[src/rtl/lsp_defs.svh]
// lsp_defs.svh: constants of the serial host port of the lcd controller.
// assumes inclusion by the package and the port module only.
// Operation
// (RL1) port idle while select high; shifting only once select goes low.
// (RL2) words move msb first, bit fifteen down to bit zero.
// (RL3) while selected, each rising serial clock edge shifts one data bit in.
// (RL4) select rising edge hands the shifted word in parallel to instruction logic.
// (RL5) more than sixteen bits in one selection: the last sixteen count.
// (RL6) read transfers put each next output bit out on falling clock edge.
// (RL7) host settles select levels before select falls and holds them through.
// (RL8) host waits 500 ns plus execution time between select rise and fall.
// (RL9) input port state is captured at select falling edge for the read.
// (RL10) busy flag reported on request; host issues nothing while it reads 1.
// (RL11) data line undriven while select high or transfer is a write.
`ifndef LSP_DEFS_SVH
`define LSP_DEFS_SVH
`define LSP_WORD_W 16
`define LSP_CNT_W 5
`define LSP_GAP_NS 500
`define LSP_CLK_NS 10
`define LSP_GAP_CYC ((`LSP_GAP_NS + `LSP_CLK_NS - 1) / `LSP_CLK_NS)
`define LSP_BUSY_BIT 6
`endif

[src/rtl/lsp_pkg.sv]
// lsp_pkg.sv: types of the serial host port.
// assumes lsp_defs.svh on the include path.
`include "lsp_defs.svh"
package lsp_pkg;
   typedef logic [`LSP_WORD_W-1:0] lsp_word_t;
   typedef enum logic [2:0] {
      LSP_IDLE = 3'h1,
      LSP_SHIFT = 3'h2,
      LSP_GAP = 3'h4
   } lsp_state_t;
endpackage

[src/rtl/lsp_port.sv]
// lsp_port.sv: serial host port, select/clock/data pins to parallel words.
// assumes host clock well below clk_i; pins are asynchronous and synchronised here.
`timescale 1ns/10ps
`include "lsp_defs.svh"
module lsp_port import lsp_pkg::*; #(
   parameter int WORD_W = `LSP_WORD_W
) (
   input wire logic clk_i,
   input wire logic reset_n_i,
   input wire logic chip_select_n_i,
   input wire logic serial_clk_i,
   input wire logic serial_data_io_i,
   output logic serial_data_io_o,
   output logic serial_data_io_oe_o,
   input wire logic register_select_i,
   input wire logic read_write_i,
   input wire logic test_status_select_i,
   input wire logic [7:0] input_port_i,
   input wire logic [WORD_W-1:0] read_word_i,
   input wire logic internal_busy_flag_i,
   input wire logic [5:0] addr_counter_i,
   output logic [WORD_W-1:0] word_o,
   output logic word_valid_o,
   output logic word_register_select_o,
   output logic word_rw_o,
   output logic word_t_o,
   output logic [5:0] bit_count_o,
   output logic busy_o
);
   logic rst_m_q;
   logic rst_n_q;
   always_ff @(posedge clk_i or negedge reset_n_i) begin
      if (!reset_n_i) begin
         rst_m_q <= 1'b0;
         rst_n_q <= 1'b0;
      end else begin
         rst_m_q <= 1'b1;
         rst_n_q <= rst_m_q;
      end
   end

   logic [5:0] pins_s;
   // sync flops reset to the idle pin levels, so no false edge follows reset
   lsp_sync #(.WIDTH(6), .RST_VAL(6'h30)) i_lsp_sync (
      .clk_i(clk_i),
      .reset_n_i(rst_n_q),
      .async_i({chip_select_n_i, serial_clk_i, serial_data_io_i,
                register_select_i, read_write_i, test_status_select_i}),
      .sync_o(pins_s)
   );
   logic cs_n_s, sck_s, sdi_s, rsel_s, rw_s, t_s;
   assign {cs_n_s, sck_s, sdi_s, rsel_s, rw_s, t_s} = pins_s;

   logic cs_n_q, cs_n_d, sck_q, sck_d;
   logic [WORD_W-1:0] sh_q, sh_d, out_q, out_d, word_q, word_d;
   logic valid_q, valid_d, rsel_q, rsel_d, rw_q, rw_d, t_q, t_d;
   logic sdo_q, sdo_d, oe_q, oe_d;
   logic busy_q, busy_d;
   logic [5:0] cnt_q, cnt_d;
   logic [9:0] gap_q, gap_d;
   lsp_state_t st_q, st_d;
   logic cs_fall, cs_rise, sck_rise, sck_fall;

   assign cs_fall = cs_n_q && !cs_n_s;
   assign cs_rise = !cs_n_q && cs_n_s;
   assign sck_rise = !sck_q && sck_s;
   assign sck_fall = sck_q && !sck_s;

   always_comb begin
      cs_n_d = cs_n_s;
      sck_d = sck_s;
      st_d = st_q;
      sh_d = sh_q;
      out_d = out_q;
      word_d = word_q;
      valid_d = 1'b0;
      rsel_d = rsel_q;
      rw_d = rw_q;
      t_d = t_q;
      sdo_d = sdo_q;
      oe_d = oe_q;
      cnt_d = cnt_q;
      gap_d = (gap_q != 10'h000) ? gap_q - 10'h001 : gap_q;
      case (st_q)
         LSP_IDLE, LSP_GAP: begin
            oe_d = 1'b0; // see (RL11)
            // a select fall inside the gap is still taken; the gap only shows on busy
            if (st_q == LSP_GAP && gap_q == 10'h000) begin
               st_d = LSP_IDLE;
            end
            if (cs_fall) begin // see (RL1)
               st_d = LSP_SHIFT;
               rsel_d = rsel_s; // see (RL7)
               rw_d = rw_s;
               t_d = t_s;
               cnt_d = 6'h00;
               sh_d = '0;
               // input port frozen here so pin changes cannot tear the read word
               if (rw_s && !rsel_s && t_s) begin
                  out_d = {{(WORD_W - 7){1'b0}}, internal_busy_flag_i, addr_counter_i}; // see (RL10)
               end else if (rw_s && !rsel_s) begin
                  out_d = {{(WORD_W - 8){1'b0}}, input_port_i}; // see (RL9)
               end else begin
                  out_d = read_word_i;
               end
               // line stays low until the first clock fall; the clock is taken to idle high
               sdo_d = 1'b0;
               oe_d = rw_s; // see (RL11)
            end
         end
         LSP_SHIFT: begin
            if (sck_rise) begin
               sh_d = {sh_q[WORD_W-2:0], sdi_s}; // see (RL3) (RL2) (RL5)
               cnt_d = (cnt_q == 6'h3F) ? cnt_q : cnt_q + 6'h01;
            end
            if (sck_fall && rw_q) begin
               sdo_d = out_q[WORD_W-1]; // see (RL6) (RL2)
               out_d = {out_q[WORD_W-2:0], 1'b0};
            end
            if (cs_rise) begin
               word_d = sh_q; // see (RL4)
               valid_d = 1'b1;
               oe_d = 1'b0; // see (RL11)
               st_d = LSP_GAP;
               gap_d = 10'(`LSP_GAP_CYC); // see (RL8)
            end
         end
         default: begin
            st_d = LSP_IDLE;
            oe_d = 1'b0;
         end
      endcase
      // registered so busy_o leaves straight from a flop
      busy_d = (st_d != LSP_IDLE);
   end

   always_ff @(posedge clk_i or negedge rst_n_q) begin
      if (!rst_n_q) begin
         cs_n_q <= 1'b1;
         sck_q <= 1'b1;
         st_q <= LSP_IDLE;
         sh_q <= '0;
         out_q <= '0;
         word_q <= '0;
         valid_q <= 1'b0;
         rsel_q <= 1'b0;
         busy_q <= 1'b0;
         rw_q <= 1'b0;
         t_q <= 1'b0;
         sdo_q <= 1'b0;
         oe_q <= 1'b0;
         cnt_q <= 6'h00;
         gap_q <= 10'h000;
      end else begin
         cs_n_q <= cs_n_d;
         sck_q <= sck_d;
         st_q <= st_d;
         sh_q <= sh_d;
         out_q <= out_d;
         word_q <= word_d;
         valid_q <= valid_d;
         rsel_q <= rsel_d;
         busy_q <= busy_d;
         rw_q <= rw_d;
         t_q <= t_d;
         sdo_q <= sdo_d;
         oe_q <= oe_d;
         cnt_q <= cnt_d;
         gap_q <= gap_d;
      end
   end

   assign serial_data_io_o = sdo_q;
   assign serial_data_io_oe_o = oe_q;
   assign word_o = word_q;
   assign word_valid_o = valid_q;
   assign word_register_select_o = rsel_q;
   assign word_rw_o = rw_q;
   assign word_t_o = t_q;
   assign bit_count_o = cnt_q;
   assign busy_o = busy_q;

   idle_undriven_a: assert property (@(posedge clk_i) disable iff (!rst_n_q) // see (RL11)
      st_q == LSP_IDLE |-> !oe_q) else $error("data line driven while idle");
   shift_in_a: assert property (@(posedge clk_i) disable iff (!rst_n_q) // see (RL3)
      st_q == LSP_SHIFT && sck_rise |=> sh_q[0] == $past(sdi_s))
      else $error("bit not shifted");
   count_up_a: assert property (@(posedge clk_i) disable iff (!rst_n_q) // see (RL3)
      st_q == LSP_SHIFT && sck_rise && cnt_q != 6'h3F |=> cnt_q == $past(cnt_q) + 6'h01)
      else $error("bit count not advanced");
   latch_word_a: assert property (@(posedge clk_i) disable iff (!rst_n_q) // see (RL4)
      st_q == LSP_SHIFT && cs_rise |=> valid_q && word_q == $past(sh_q))
      else $error("word not latched");
   select_start_a: assert property (@(posedge clk_i) disable iff (!rst_n_q) // see (RL1)
      st_q == LSP_IDLE && !cs_fall |=> st_q == LSP_IDLE)
      else $error("left idle without select");
   msb_out_a: assert property (@(posedge clk_i) disable iff (!rst_n_q) // see (RL6)
      st_q == LSP_SHIFT && rw_q && sck_fall |=> sdo_q == $past(out_q[WORD_W-1]))
      else $error("wrong output bit");
   read_drive_a: assert property (@(posedge clk_i) disable iff (!rst_n_q) // see (RL11)
      $rose(st_q == LSP_SHIFT) |-> oe_q == rw_q)
      else $error("drive enable does not follow direction");
   write_quiet_a: assert property (@(posedge clk_i) disable iff (!rst_n_q) // see (RL11)
      st_q == LSP_SHIFT && !rw_q |-> !oe_q) else $error("driven on write");
   port_capture_a: assert property (@(posedge clk_i) disable iff (!rst_n_q) // see (RL9)
      st_q != LSP_SHIFT && cs_fall && rw_s && !rsel_s && !t_s
      |=> out_q[7:0] == $past(input_port_i)) else $error("input port not captured");
   gap_hold_a: assert property (@(posedge clk_i) disable iff (!rst_n_q) // see (RL8)
      $rose(st_q == LSP_GAP) |-> busy_o[*8]) else $error("gap too short");
   gap_load_a: assert property (@(posedge clk_i) disable iff (!rst_n_q) // see (RL8)
      $rose(st_q == LSP_GAP) |-> gap_q == 10'(`LSP_GAP_CYC)) else $error("gap not loaded");
   gap_stay_a: assert property (@(posedge clk_i) disable iff (!rst_n_q) // see (RL8)
      st_q == LSP_GAP && gap_q != 10'h000 && !cs_fall |=> st_q == LSP_GAP)
      else $error("gap left early");
   valid_pulse_a: assert property (@(posedge clk_i) disable iff (!rst_n_q) // see (RL4)
      valid_q |=> !valid_q) else $error("valid not a pulse");
   write_c: cover property (@(posedge clk_i) valid_q && !rw_q);
   read_c: cover property (@(posedge clk_i) valid_q && rw_q);
   long_c: cover property (@(posedge clk_i) valid_q && cnt_q > 6'h10);
   status_c: cover property (@(posedge clk_i) valid_q && rw_q && t_q && !rsel_q);
   gap_select_c: cover property (@(posedge clk_i) st_q == LSP_GAP && cs_fall);
endmodule // lsp_port

[src/rtl/lsp_sync.sv]
// lsp_sync.sv: two flip-flop synchroniser for pin inputs.
// assumes asynchronous inputs and an active-low reset.
`timescale 1ns/10ps
module lsp_sync #(
   parameter int WIDTH = 1,
   parameter logic [WIDTH-1:0] RST_VAL = '0
) (
   input wire logic clk_i,
   input wire logic reset_n_i,
   input wire logic [WIDTH-1:0] async_i,
   output logic [WIDTH-1:0] sync_o
);
   logic [WIDTH-1:0] meta_q;
   logic [WIDTH-1:0] sync_q;
   always_ff @(posedge clk_i or negedge reset_n_i) begin
      if (!reset_n_i) begin
         meta_q <= RST_VAL;
         sync_q <= RST_VAL;
      end else begin
         meta_q <= async_i;
         sync_q <= meta_q;
      end
   end
   assign sync_o = sync_q;
endmodule // lsp_sync

[config.mk]
export PLATFORM = sky130hd
export DESIGN_NAME = lsp_port
export DESIGN_NICKNAME = d
export VERILOG_FILES = /design/src/rtl/lsp_pkg.sv /design/src/rtl/lsp_port.sv /design/src/rtl/lsp_sync.sv
export VERILOG_INCLUDE_DIRS = /design/src /design/src/rtl
export SDC_FILE = /design/constraint.sdc
export NUM_CORES = 1
export LEC_CHECK = 0
export ABC_AREA = 1
export BUFFER_PORTS_ARGS = -buffer_cell sky130_fd_sc_hd__buf_2
export CAP_MARGIN = 0
export CORE_ASPECT_RATIO = 1.75
export CORE_UTILIZATION = 56
export CTS_CLUSTER_SIZE = 8
export DETAILED_ROUTE_END_ITERATION = 10
export GPL_TIMING_DRIVEN = 1
export HOLD_SLACK_MARGIN = 0.06
export PLACE_DENSITY = 0.8
export SETUP_SLACK_MARGIN = 0.15
export SLEW_MARGIN = 40
export SYNTH_ARGS = -nofsm -noshare
export SYNTH_HDL_FRONTEND = slang
export SYNTH_SLANG_ARGS = --single-unit
[constraint.sdc]
create_clock -name clk_i -period 3.6 [get_ports clk_i]
set_clock_uncertainty 0.15 [all_clocks]
set_input_delay 0.18 -clock clk_i [delete_from_list [all_inputs] [get_ports clk_i]]
set_output_delay 0.18 -clock clk_i [all_outputs]
set_load 0.01 [all_outputs]
==> metrics.txt, run 1 <==
CTS tree done; Cells after Synth 453; WP data required 3700 ps; Final Wtd Congestion 0.771; Rel. slew slack 56.7%; # setup viols final 0; Max-Cap Viols 0; share of cells above drive strength 1 20.0%; DIE AREA 7470 um2; post-synthesis sequential area ratio 56.8%; crit-path most repeated cell nand2_2; initial antenna violation count 0; max-slew violations 0; DR vias 3,267; Peak VDD IR 0.000363 V; Worst-Skew Late Latency 340 ps; syn nets 495; Final WS setup 1220 ps; min-delay worst type input port to flip-flop; vias per cell 5.23; RSZ-0062 raised after global routing no; worst-margin pin slew 647 ps; antenna-violating nets left 0; crit path time final 2380 ps; reg-to-reg setup timing slack 1220 ps; final setup TNS 0 ps; Setup CP Type flip-flop to flip-flop; clock slew at reported path FFs 60 ps; vias in the first global route 3,380; initial drt markers 140; P_leak 2.47 nW; ANT cells 0; non-filler instance count after layout 625; starting density of the core 58.1%; wire per inst 13.2 um; # rows 40; Clk Tree Root Cell clkbuf_16; fin nets 578; GR Util All Layers 24.6%; Die Wd 65.8 um; Cell Chain, Critical Path nor2_2, nand2_2, inv_4, nand2_2, inv_1, nor3_1; # DRC 0; post-synth cell types 31; clock tree buffer depth 2; worst path buffer plus inverter count 2; Final period util 66.0%; hold slack final 60.3 ps; Worst setup SP type flip-flop; final hold viol count 0; slowest cell delay on critical path 550 ps; die height 114 um; FF+latch count, synth 90; clk sink count 90; Routed WL 8260 um; detailed placement HPWL 5610 um; post-synthesis cell area 3980 um2; PwrDens 534 nW/um2; pin count of the biggest net entering global routing 46; Core Box Area 6860 um2; area delta synth->final 21.2%; # IOs 68; Congestion Overflow GR 0; Post CTS Setup Buffer Count 0; first-pass GRT wire length 13,900 um; Setup crit end kind flip-flop; f_max 421 MHz; placed insts 589; H-tree depth 3; Syn Area/Cell 8.79 um2; CP delay by family, top simple AND/OR/NAND/NOR gates; status finished clean; pre-CTS setup slack 1230 ps; Max FO, Critical Path 38; post-layout util 70.4%; PortBufs 67; slowest CP cell dfstp_2; YS warnings 0; Critical Path AT 2480 ps; Inserted Clock Buffers 9; drt pass-1 iters 4
## worst paths after layout
check,startpoint,end,cells past startpoint
hold / removal,read_word_i[11],out_q[11]$_DFFE_PN0P_,5
hold reg to reg,rst_n_q$_DFF_PN0_,i_lsp_sync.meta_q[1]$_DFF_PN0_,1
setup / recovery,st_q[0]$_DFF_PN1_,gap_q[2]$_DFF_PN0_,6
setup reg to reg,st_q[0]$_DFF_PN1_,gap_q[2]$_DFF_PN0_,6
max in group asynchronous,rst_n_q$_DFF_PN0_,gap_q[6]$_DFF_PN0_,1
min in group asynchronous,rst_n_q$_DFF_PN0_,i_lsp_sync.meta_q[1]$_DFF_PN0_,1
## worst reg2reg max path, cell delays in order, from the launching register on
cell	delay (ps)
dfstp_2	550
nor2_2	60
nand2_2	430
inv_4	120
nand2_2	510
inv_1	250
nor3_1	220
## cells in the mapped netlist (all sizes together)
library cell | instances | area (um2)
clkbuf | 2 | 7.51
nor3 | 1 | 5.00
nand4 | 13 | 81.3
clkinv | 1 | 3.75
xor2 | 3 | 26.3
dfstp | 7 | 184
conb | 1 | 3.75
nand3b | 2 | 15.0
buf | 15 | 118
a21oi | 1 | 5.00
nand2 | 120 | 473
nor3b | 1 | 7.51
o211ai | 1 | 7.51
nand3 | 57 | 295
o21ai | 52 | 260
xnor2 | 1 | 8.76
or2 | 6 | 37.5
inv | 50 | 190
o21bai | 1 | 7.51
dfrtp | 83 | 2080
ha | 3 | 37.5
nor2 | 32 | 133
## repair_timing
action                    CTS  global route
hold endpoints to repair   26             0
hold buffers               20             0
resized for setup           0             0
## cell families after synthesis
group / share of synthesized area, %
adder cells (fa/ha/maj): 0.942
XOR/XNOR: 0.880
buffers and inverters: 8.01
other: 0.0941
AND/OR/NAND/NOR: 26.3
AO/OA/AOI/OAI: 7.04
flip-flops: 56.8
## state kept, by name (all words and copies together) (netlist names)
register and flops:
sck_q 1, word_register_select_o 1, i_lsp_sync.sync_o 6, rst_m_q 1
rst_n_q 1, cs_n_q 1, word_rw_o 1, word_valid_o 1
serial_data_io_o 1, i_lsp_sync.meta_q 6, out_q 16, serial_data_io_oe_o 1
bit_count_o 6, word_o 16, busy_o 1, sh_q 16
st_q 3, word_t_o 1, gap_q 10
## layout by cell type (no fill, tap or decap)
| master | synthesis | layout |
|---|---|---|
| a21oi_1 | 1 | 1 |
| buf_12 | 0 | 2 |
| buf_2 | 7 | 67 |
| clkbuf_1 | 2 | 2 |
| clkbuf_16 | 0 | 9 |
| clkbuf_8 | 0 | 3 |
| clkinv_1 | 1 | 1 |
| clkinv_2 | 0 | 1 |
| clkinvlp_4 | 0 | 1 |
| conb_1 | 1 | 1 |
| dfrtp_1 | 83 | 82 |
| dfrtp_4 | 0 | 1 |
| dfstp_2 | 7 | 7 |
| dlygate4sd3_1 | 0 | 20 |
| ha_1 | 3 | 3 |
| inv_1 | 49 | 49 |
| inv_4 | 1 | 1 |
| nand2_1 | 115 | 115 |
| nand2_2 | 3 | 3 |
| nand2_4 | 2 | 2 |
| nand3_1 | 55 | 55 |
| nand3_2 | 2 | 2 |
| nand3b_1 | 2 | 2 |
| nand4_1 | 13 | 13 |
| nor2_1 | 29 | 29 |
| nor2_2 | 2 | 2 |
| nor2_4 | 1 | 1 |
| nor3_1 | 1 | 1 |
| nor3b_1 | 1 | 1 |
| o211ai_1 | 1 | 1 |
| o21ai_0 | 45 | 45 |
| o21ai_1 | 7 | 7 |
| o21bai_1 | 1 | 1 |
| or2_2 | 6 | 6 |
| xnor2_1 | 1 | 1 |
| xor2_1 | 3 | 3 |
## where the power goes
group	internal (W)	switching, W	leakage (nW)	total, W
Sequential	0.00115	0.0000783	1.16	0.00122
Combinational	0.000183	0.000284	1.17	0.000467
Clock	0.000524	0.000366	0.139	0.000890
Total	0.00185	0.000729	2.47	0.00258
## metal layers
| metal | vias to the layer above | track usage, % | share of wire, % |
|---|---|---|---|
| met5 | - | 0 | 0 |
| met2 | 80 | 44.5 | 53 |
| li1 | 1617 | - | - |
| met1 | 1548 | 25.4 | 41 |
| met4 | 0 | 13.6 | 3.4 |
| met3 | 22 | 5.30 | 3.3 |
## stage by stage
stage / cell area [um2] / total power, W
after global placement: 4300 / 0.00165
after global routing: 4830 / 0.00272
after floorplan: 3980 / 0.00156
final: 4830 / 0.00258
after detailed placement: 4340 / 0.00169
after CTS: 4830 / 0.00259
## final cells by class
cell class / instances / area (um2)
Sequential cell: 90 / 2260
Clock buffer: 14 / 274
Tap cell: 84 / 105
Clock inverter: 2 / 12.5
Fill cell: 521 / 2030
Timing Repair Buffer: 89 / 576
Multi-Input combinational cell: 295 / 1400
Inverter: 51 / 194
Power figures use the tool's default switching activity.
==> inputs of run 2 (changes only) <==
--- a/config.mk
+++ b/config.mk
@@ -10,12 +10,12 @@
 export BUFFER_PORTS_ARGS = -buffer_cell sky130_fd_sc_hd__buf_2
 export CAP_MARGIN = 0
 export CORE_ASPECT_RATIO = 1.75
-export CORE_UTILIZATION = 56
+export CORE_UTILIZATION = 50
 export CTS_CLUSTER_SIZE = 8
 export DETAILED_ROUTE_END_ITERATION = 10
 export GPL_TIMING_DRIVEN = 1
 export HOLD_SLACK_MARGIN = 0.06
-export PLACE_DENSITY = 0.8
+export PLACE_DENSITY = 0.75
 export SETUP_SLACK_MARGIN = 0.15
 export SLEW_MARGIN = 40
 export SYNTH_ARGS = -nofsm -noshare
==> constraint.sdc (replaced) <==
create_clock -name clk_i -period 1.95 [get_ports clk_i]
set_clock_uncertainty 0.15 [all_clocks]
set_input_delay 0.0975 -clock clk_i [delete_from_list [all_inputs] [get_ports clk_i]]
set_output_delay 0.0975 -clock clk_i [all_outputs]
set_load 0.01 [all_outputs]
==> run 2 against run 1 <==
Count of clock-buffer cells in the layout down 3. Critical path depth unchanged. Final area up 5.8%. Worst hold slack better by 13 ps. Global-route usage down 1.9 points. Wire length up 5.3%. Sequential power up 86%. Register-to-register slack worse by 940 ps. Flip-flop and latch count unchanged. Non-clock buffer count up 26. Cell count up 4.8%. First-iteration DRC count up 68%. Critical path type unchanged. Largest power group unchanged.
==> metrics.txt, run 2 (synthesized netlist as in run 1, its figures left out) <==
non-filler instance count after layout 655; post-layout util 67.0%; Cell Chain, Critical Path nor2_2, nor2_1, nand3_2, buf_4, nand3_1, nand2_1; Core Box Area 7620 um2; critical path depth 6; worst path buffer plus inverter count 1; Routed WL 8700 um; Die Wd 69.5 um; Congestion Overflow GR 0; CTS tree done; Max-Cap Viols 0; combinational share of power 18.4%; vias in the first global route 3,465; DIE AREA 8340 um2; clk sink count 90; Clk Tree Root Cell clkbuf_16; Final period util 85.5%; clock slew at reported path FFs 60 ps; status finished clean; RSZ-0062 raised after global routing yes; Max FO, Critical Path 10; antenna-violating nets left 0; Critical Path AT 1740 ps; share of cells above drive strength 1 20.8%; ANT cells 0; initial drt markers 235; crit path time final 1670 ps; die height 120 um; final hold viol count 0; Final Wtd Congestion 0.769; starting density of the core 52.3%; WP data required 2020 ps; DR vias 3,348; slowest CP cell dfstp_2; max-slew violations 0; Seq pwr share 46.5%; R2R depth 6; H-tree depth 3; PwrDens 953 nW/um2; final setup TNS 0 ps; # setup viols final 0; Setup CP Type flip-flop to flip-flop; pin count of the biggest net entering global routing 35; P_leak 2.59 nW; most frequent cells in the layout nand2_1, dfrtp_1, buf_2; Worst-Skew Late Latency 340 ps; slowest cell delay on critical path 550 ps; # IOs 68; CP delay by family, top simple AND/OR/NAND/NOR gates; most common cell after layout, fill and taps aside nand2_1; wire per inst 13.3 um; Setup crit end kind flip-flop; P_sw 0.00137 W; cell-internal power 0.00351 W; initial antenna violation count 0; Peak VDD IR 0.000692 V; area delta synth->final 28.2%; f_max 600 MHz; area occupied by multi-input gates 1430 um2; GR Util All Layers 22.7%; Worst setup SP type flip-flop; Sw Ratio 28.0%; first-pass GRT wire length 15,200 um; Reg area 2260 um2; detailed placement HPWL 5790 um; clock share of power 35.1%; min-delay worst type flip-flop to asynchronous set/reset pin; PortBufs 67; Inserted Clock Buffers 9; placed insts 600; fin nets 604; vias per cell 5.11; drt pass-1 iters 5; # rows 42; hold slack final 73.7 ps; clock tree buffer depth 2; # DRC 0; FILL cells 601
==> run 2: power groups by stage <==
stage	Clock [W]	Sequential [W]	Combinational (W)
CTS	0.00176	0.00226	0.000893
detailed placement	0	0.00229	0.000829
floorplan	0	0.00228	0.000605
global placement	0	0.00228	0.000784
global route	0.00181	0.00230	0.00101
finish	0.00171	0.00227	0.000896
==> run 2: timing repair <==
action	CTS	global route
hold endpoints to repair	24	0
hold buffers	39	0
endpoints found under the setup margin	0	16
gates resized for setup	0	4
setup buffers	0	0
==> run 2: per-stage QoR <==
step | cell area, um2 | worst slack (ps) | total power, W
after floorplan | 3990 | 289 | 0.00288
after global placement | 4400 | 325 | 0.00307
after detailed placement | 4400 | 222 | 0.00312
after CTS | 5090 | 215 | 0.00491
after global routing | 5110 | 127 | 0.00512
final | 5110 | 282 | 0.00487
==> run 2: final timing paths <==
kind	start	to	slack, ps
worst max-delay path	st_q[0]$_DFF_PN1_	out_q[3]$_DFFE_PN0P_	280
worst min-delay path	rst_n_q$_DFF_PN0_	word_o[13]$_DFFE_PN0P_	70
worst max register to register	st_q[0]$_DFF_PN1_	out_q[3]$_DFFE_PN0P_	280
worst min register to register	rst_n_q$_DFF_PN0_	word_o[13]$_DFFE_PN0P_	70
max in group asynchronous	rst_n_q$_DFF_PN0_	st_q[0]$_DFF_PN1_	1030
min in group clk_i	i_lsp_sync.meta_q[1]$_DFF_PN0_	i_lsp_sync.sync_o[1]$_DFF_PN0_	200
==> run 2: cell type report <==
type	count	area share (%)
sequential	90	44.3
multi-input combinational	295	27.9
timing repair buffer	115	16.0
clock buffer	11	4.75
inverter	51	3.80
tap	88	2.16
clock inverter	5	1.05
==> run 2: layer usage <==
| metal | vias up | wire length [um] | part of all wire, % | global-route usage (%) |
|---|---|---|---|---|
| met3 | 11 | 318 | 3.7 | 4.03 |
| met5 | - | 0 | 0 | 0 |
| met1 | 1598 | 3510 | 40 | 25.7 |
| li1 | 1665 | - | - | - |
| met2 | 74 | 4770 | 55 | 41.7 |
| met4 | 0 | 110 | 1.3 | 8.80 |
==> inputs of run 3 (changes only) <==
--- a/config.mk
+++ b/config.mk
@@ -15,7 +15,7 @@
 export DETAILED_ROUTE_END_ITERATION = 10
 export GPL_TIMING_DRIVEN = 1
 export HOLD_SLACK_MARGIN = 0.06
-export PLACE_DENSITY = 0.75
+export PLACE_DENSITY_LB_ADDON = 0.2
 export SETUP_SLACK_MARGIN = 0.15
 export SLEW_MARGIN = 40
 export SYNTH_ARGS = -nofsm -noshare
==> run 3 against run 2 <==
Final area hardly changed. Largest cell class unchanged. Worst hold slack better by 80 ps. Total power rose by 1.0%. Sequential power about the same. Count of clock-buffer cells in the layout rose by 3. Largest power group unchanged. Fmax shrank 1.8%. Flip-flop and latch count is the same.
==> metrics.txt, run 3 (synthesized netlist as in run 1, its figures left out) <==
status finished clean; # rows 42; wire per inst 12.9 um; starting density of the core 52.3%; non-filler instance count after layout 654; reg-to-reg setup timing slack 250 ps; PwrDens 964 nW/um2; antenna-violating nets left 0; Rel. slew slack 66.3%; worst-margin pin slew 505 ps; crit path time final 1700 ps; met2 Use GR 39.7%; most common cell after layout, fill and taps aside nand2_1; # DRC 0; drt pass-1 iters 4; initial antenna violation count 0; Die Wd 69.5 um; Pwr Total 0.00492 W; Clk Tree Root Cell clkbuf_16; DR vias 3,357; Final Wtd Congestion 0.861; Setup CP Type flip-flop to flip-flop; placed insts 599; P_leak 2.59 nW; initial drt markers 143; Worst setup SP type flip-flop; Setup crit end kind flip-flop; met3 usage 4.70%; vias in the first global route 3,425; Worst-Skew Late Latency 340 ps; Post CTS Setup Buffer Count 0; clk sink count 90; CTS tree done; PortBufs 67; Reg2Reg Capture Point word_rw_o$_DFFE_PN0P_; detailed placement HPWL 5540 um; Max FO, Critical Path 11; area delta synth->final 28.1%; R2R depth 7; H-tree depth 3; # IOs 68; Final period util 87.1%; Core Box Area 7620 um2; gr busiest metal met2; Peak VDD IR 0.000632 V; min-delay worst type flip-flop to asynchronous set/reset pin; Congestion Overflow GR 0; vias per cell 5.13; first-pass GRT wire length 15,000 um; WP data required 2050 ps; max-slew violations 0; Inserted Clock Buffers 9; ANT cells 0; final setup TNS 0 ps; clock tree buffer depth 2; Final Cell Area 5100 um2; Routed WL 8450 um; share of cells above drive strength 1 20.3%; GR Util All Layers 22.5%; final hold viol count 0; pin count of the biggest net entering global routing 58; met1 usage 26.0%; clock slew at reported path FFs 60 ps; reg-to-reg startpoint st_q[0]$_DFF_PN1_; slowest cell delay on critical path 550 ps; most frequent cells in the layout nand2_1, dfrtp_1, buf_2; die height 120 um; Post-DP Area 4390 um2; DIE AREA 8340 um2; worst path buffer plus inverter count 2; fin nets 603; Max-Cap Viols 0; f_max 589 MHz; # setup viols final 0; CP delay by family, top flip-flops; Cell Chain, Critical Path nor2_2, nor2_1, nand3_2, buf_4, inv_1, nand2_1, o21ai_0; Critical Path AT 1800 ps; slowest CP cell dfstp_2; RSZ-0062 raised after global routing yes
-- run 3: changes by cell type in the layout (fill, tap and decap cells not counted), sizes merged --
cell | previous run | this run
clkinv | 5 | 2
clkbuf | 11 | 14
buf | 76 | 75
-- run 3: final cells by class --
| class | count | area, um2 |
|---|---|---|
| inverters | 51 | 194 |
| repair buffers | 114 | 811 |
| well taps | 88 | 110 |
| clock inverters | 2 | 35.0 |
| multi-input cells | 295 | 1420 |
| fillers | 605 | 2520 |
| flip-flops and latches | 90 | 2260 |
| clock buffers | 14 | 274 |
-- run 3: metal layers --
layer / routed length, um / vias up / part of all wire (%)
met5: 0 / - / 0
met4: 145 / 0 / 1.7
met3: 346 / 12 / 4.1
met2: 4440 / 77 / 53
met1: 3520 / 1606 / 42
li1: - / 1662 / -
-- run 3: timing repair --
item,in CTS,in global routing
resized for setup,0,2
hold endpoints to repair,24,0
hold buffers,39,0
setup endpoints to repair,0,15
-- run 3: stage by stage --
| step | utilization, % | setup slack [ps] | hold WS (ps) |
|---|---|---|---|
| 3_3_place_gp | 57.7 | 323 | -266 |
| 4_1_cts | 66.8 | 275 | 182 |
| 5_1_grt | 67.0 | 125 | 209 |
| 3_5_place_dp | 57.7 | 281 | -265 |
| 2_1_floorplan | - | 289 | -348 |
| 6_report | 67.0 | 251 | 154 |
-- run 3: worst max path at each step --
stage,from,end,cells after the start
after floorplan,rst_n_q$_DFF_PN0_,bit_count_o[0]$_DFFE_PN0P_,0
after detailed placement,gap_q[3]$_DFF_PN0_,busy_o$_DFF_PN0_,8
after global placement,st_q[2]$_DFF_PN0_,out_q[6]$_DFFE_PN0P_,7
after CTS,gap_q[5]$_DFF_PN0_,busy_o$_DFF_PN0_,8
after global routing,st_q[0]$_DFF_PN1_,word_rw_o$_DFFE_PN0P_,7
final,st_q[0]$_DFF_PN1_,word_rw_o$_DFFE_PN0P_,7
-- run 3: worst reg2reg max path, stage by stage (launching register included) --
cell	delay, ps
dfstp_2	550
nor2_2	60
nor2_1	140
nand3_2	230
buf_4	260
inv_1	70
nand2_1	60
o21ai_0	90
-- run 3: report_power, final --
part,internal [W],switching (W)
logic,0.000378,0.000533
clock network,0.00110,0.000664
registers,0.00211,0.000135
total,0.00359,0.00133
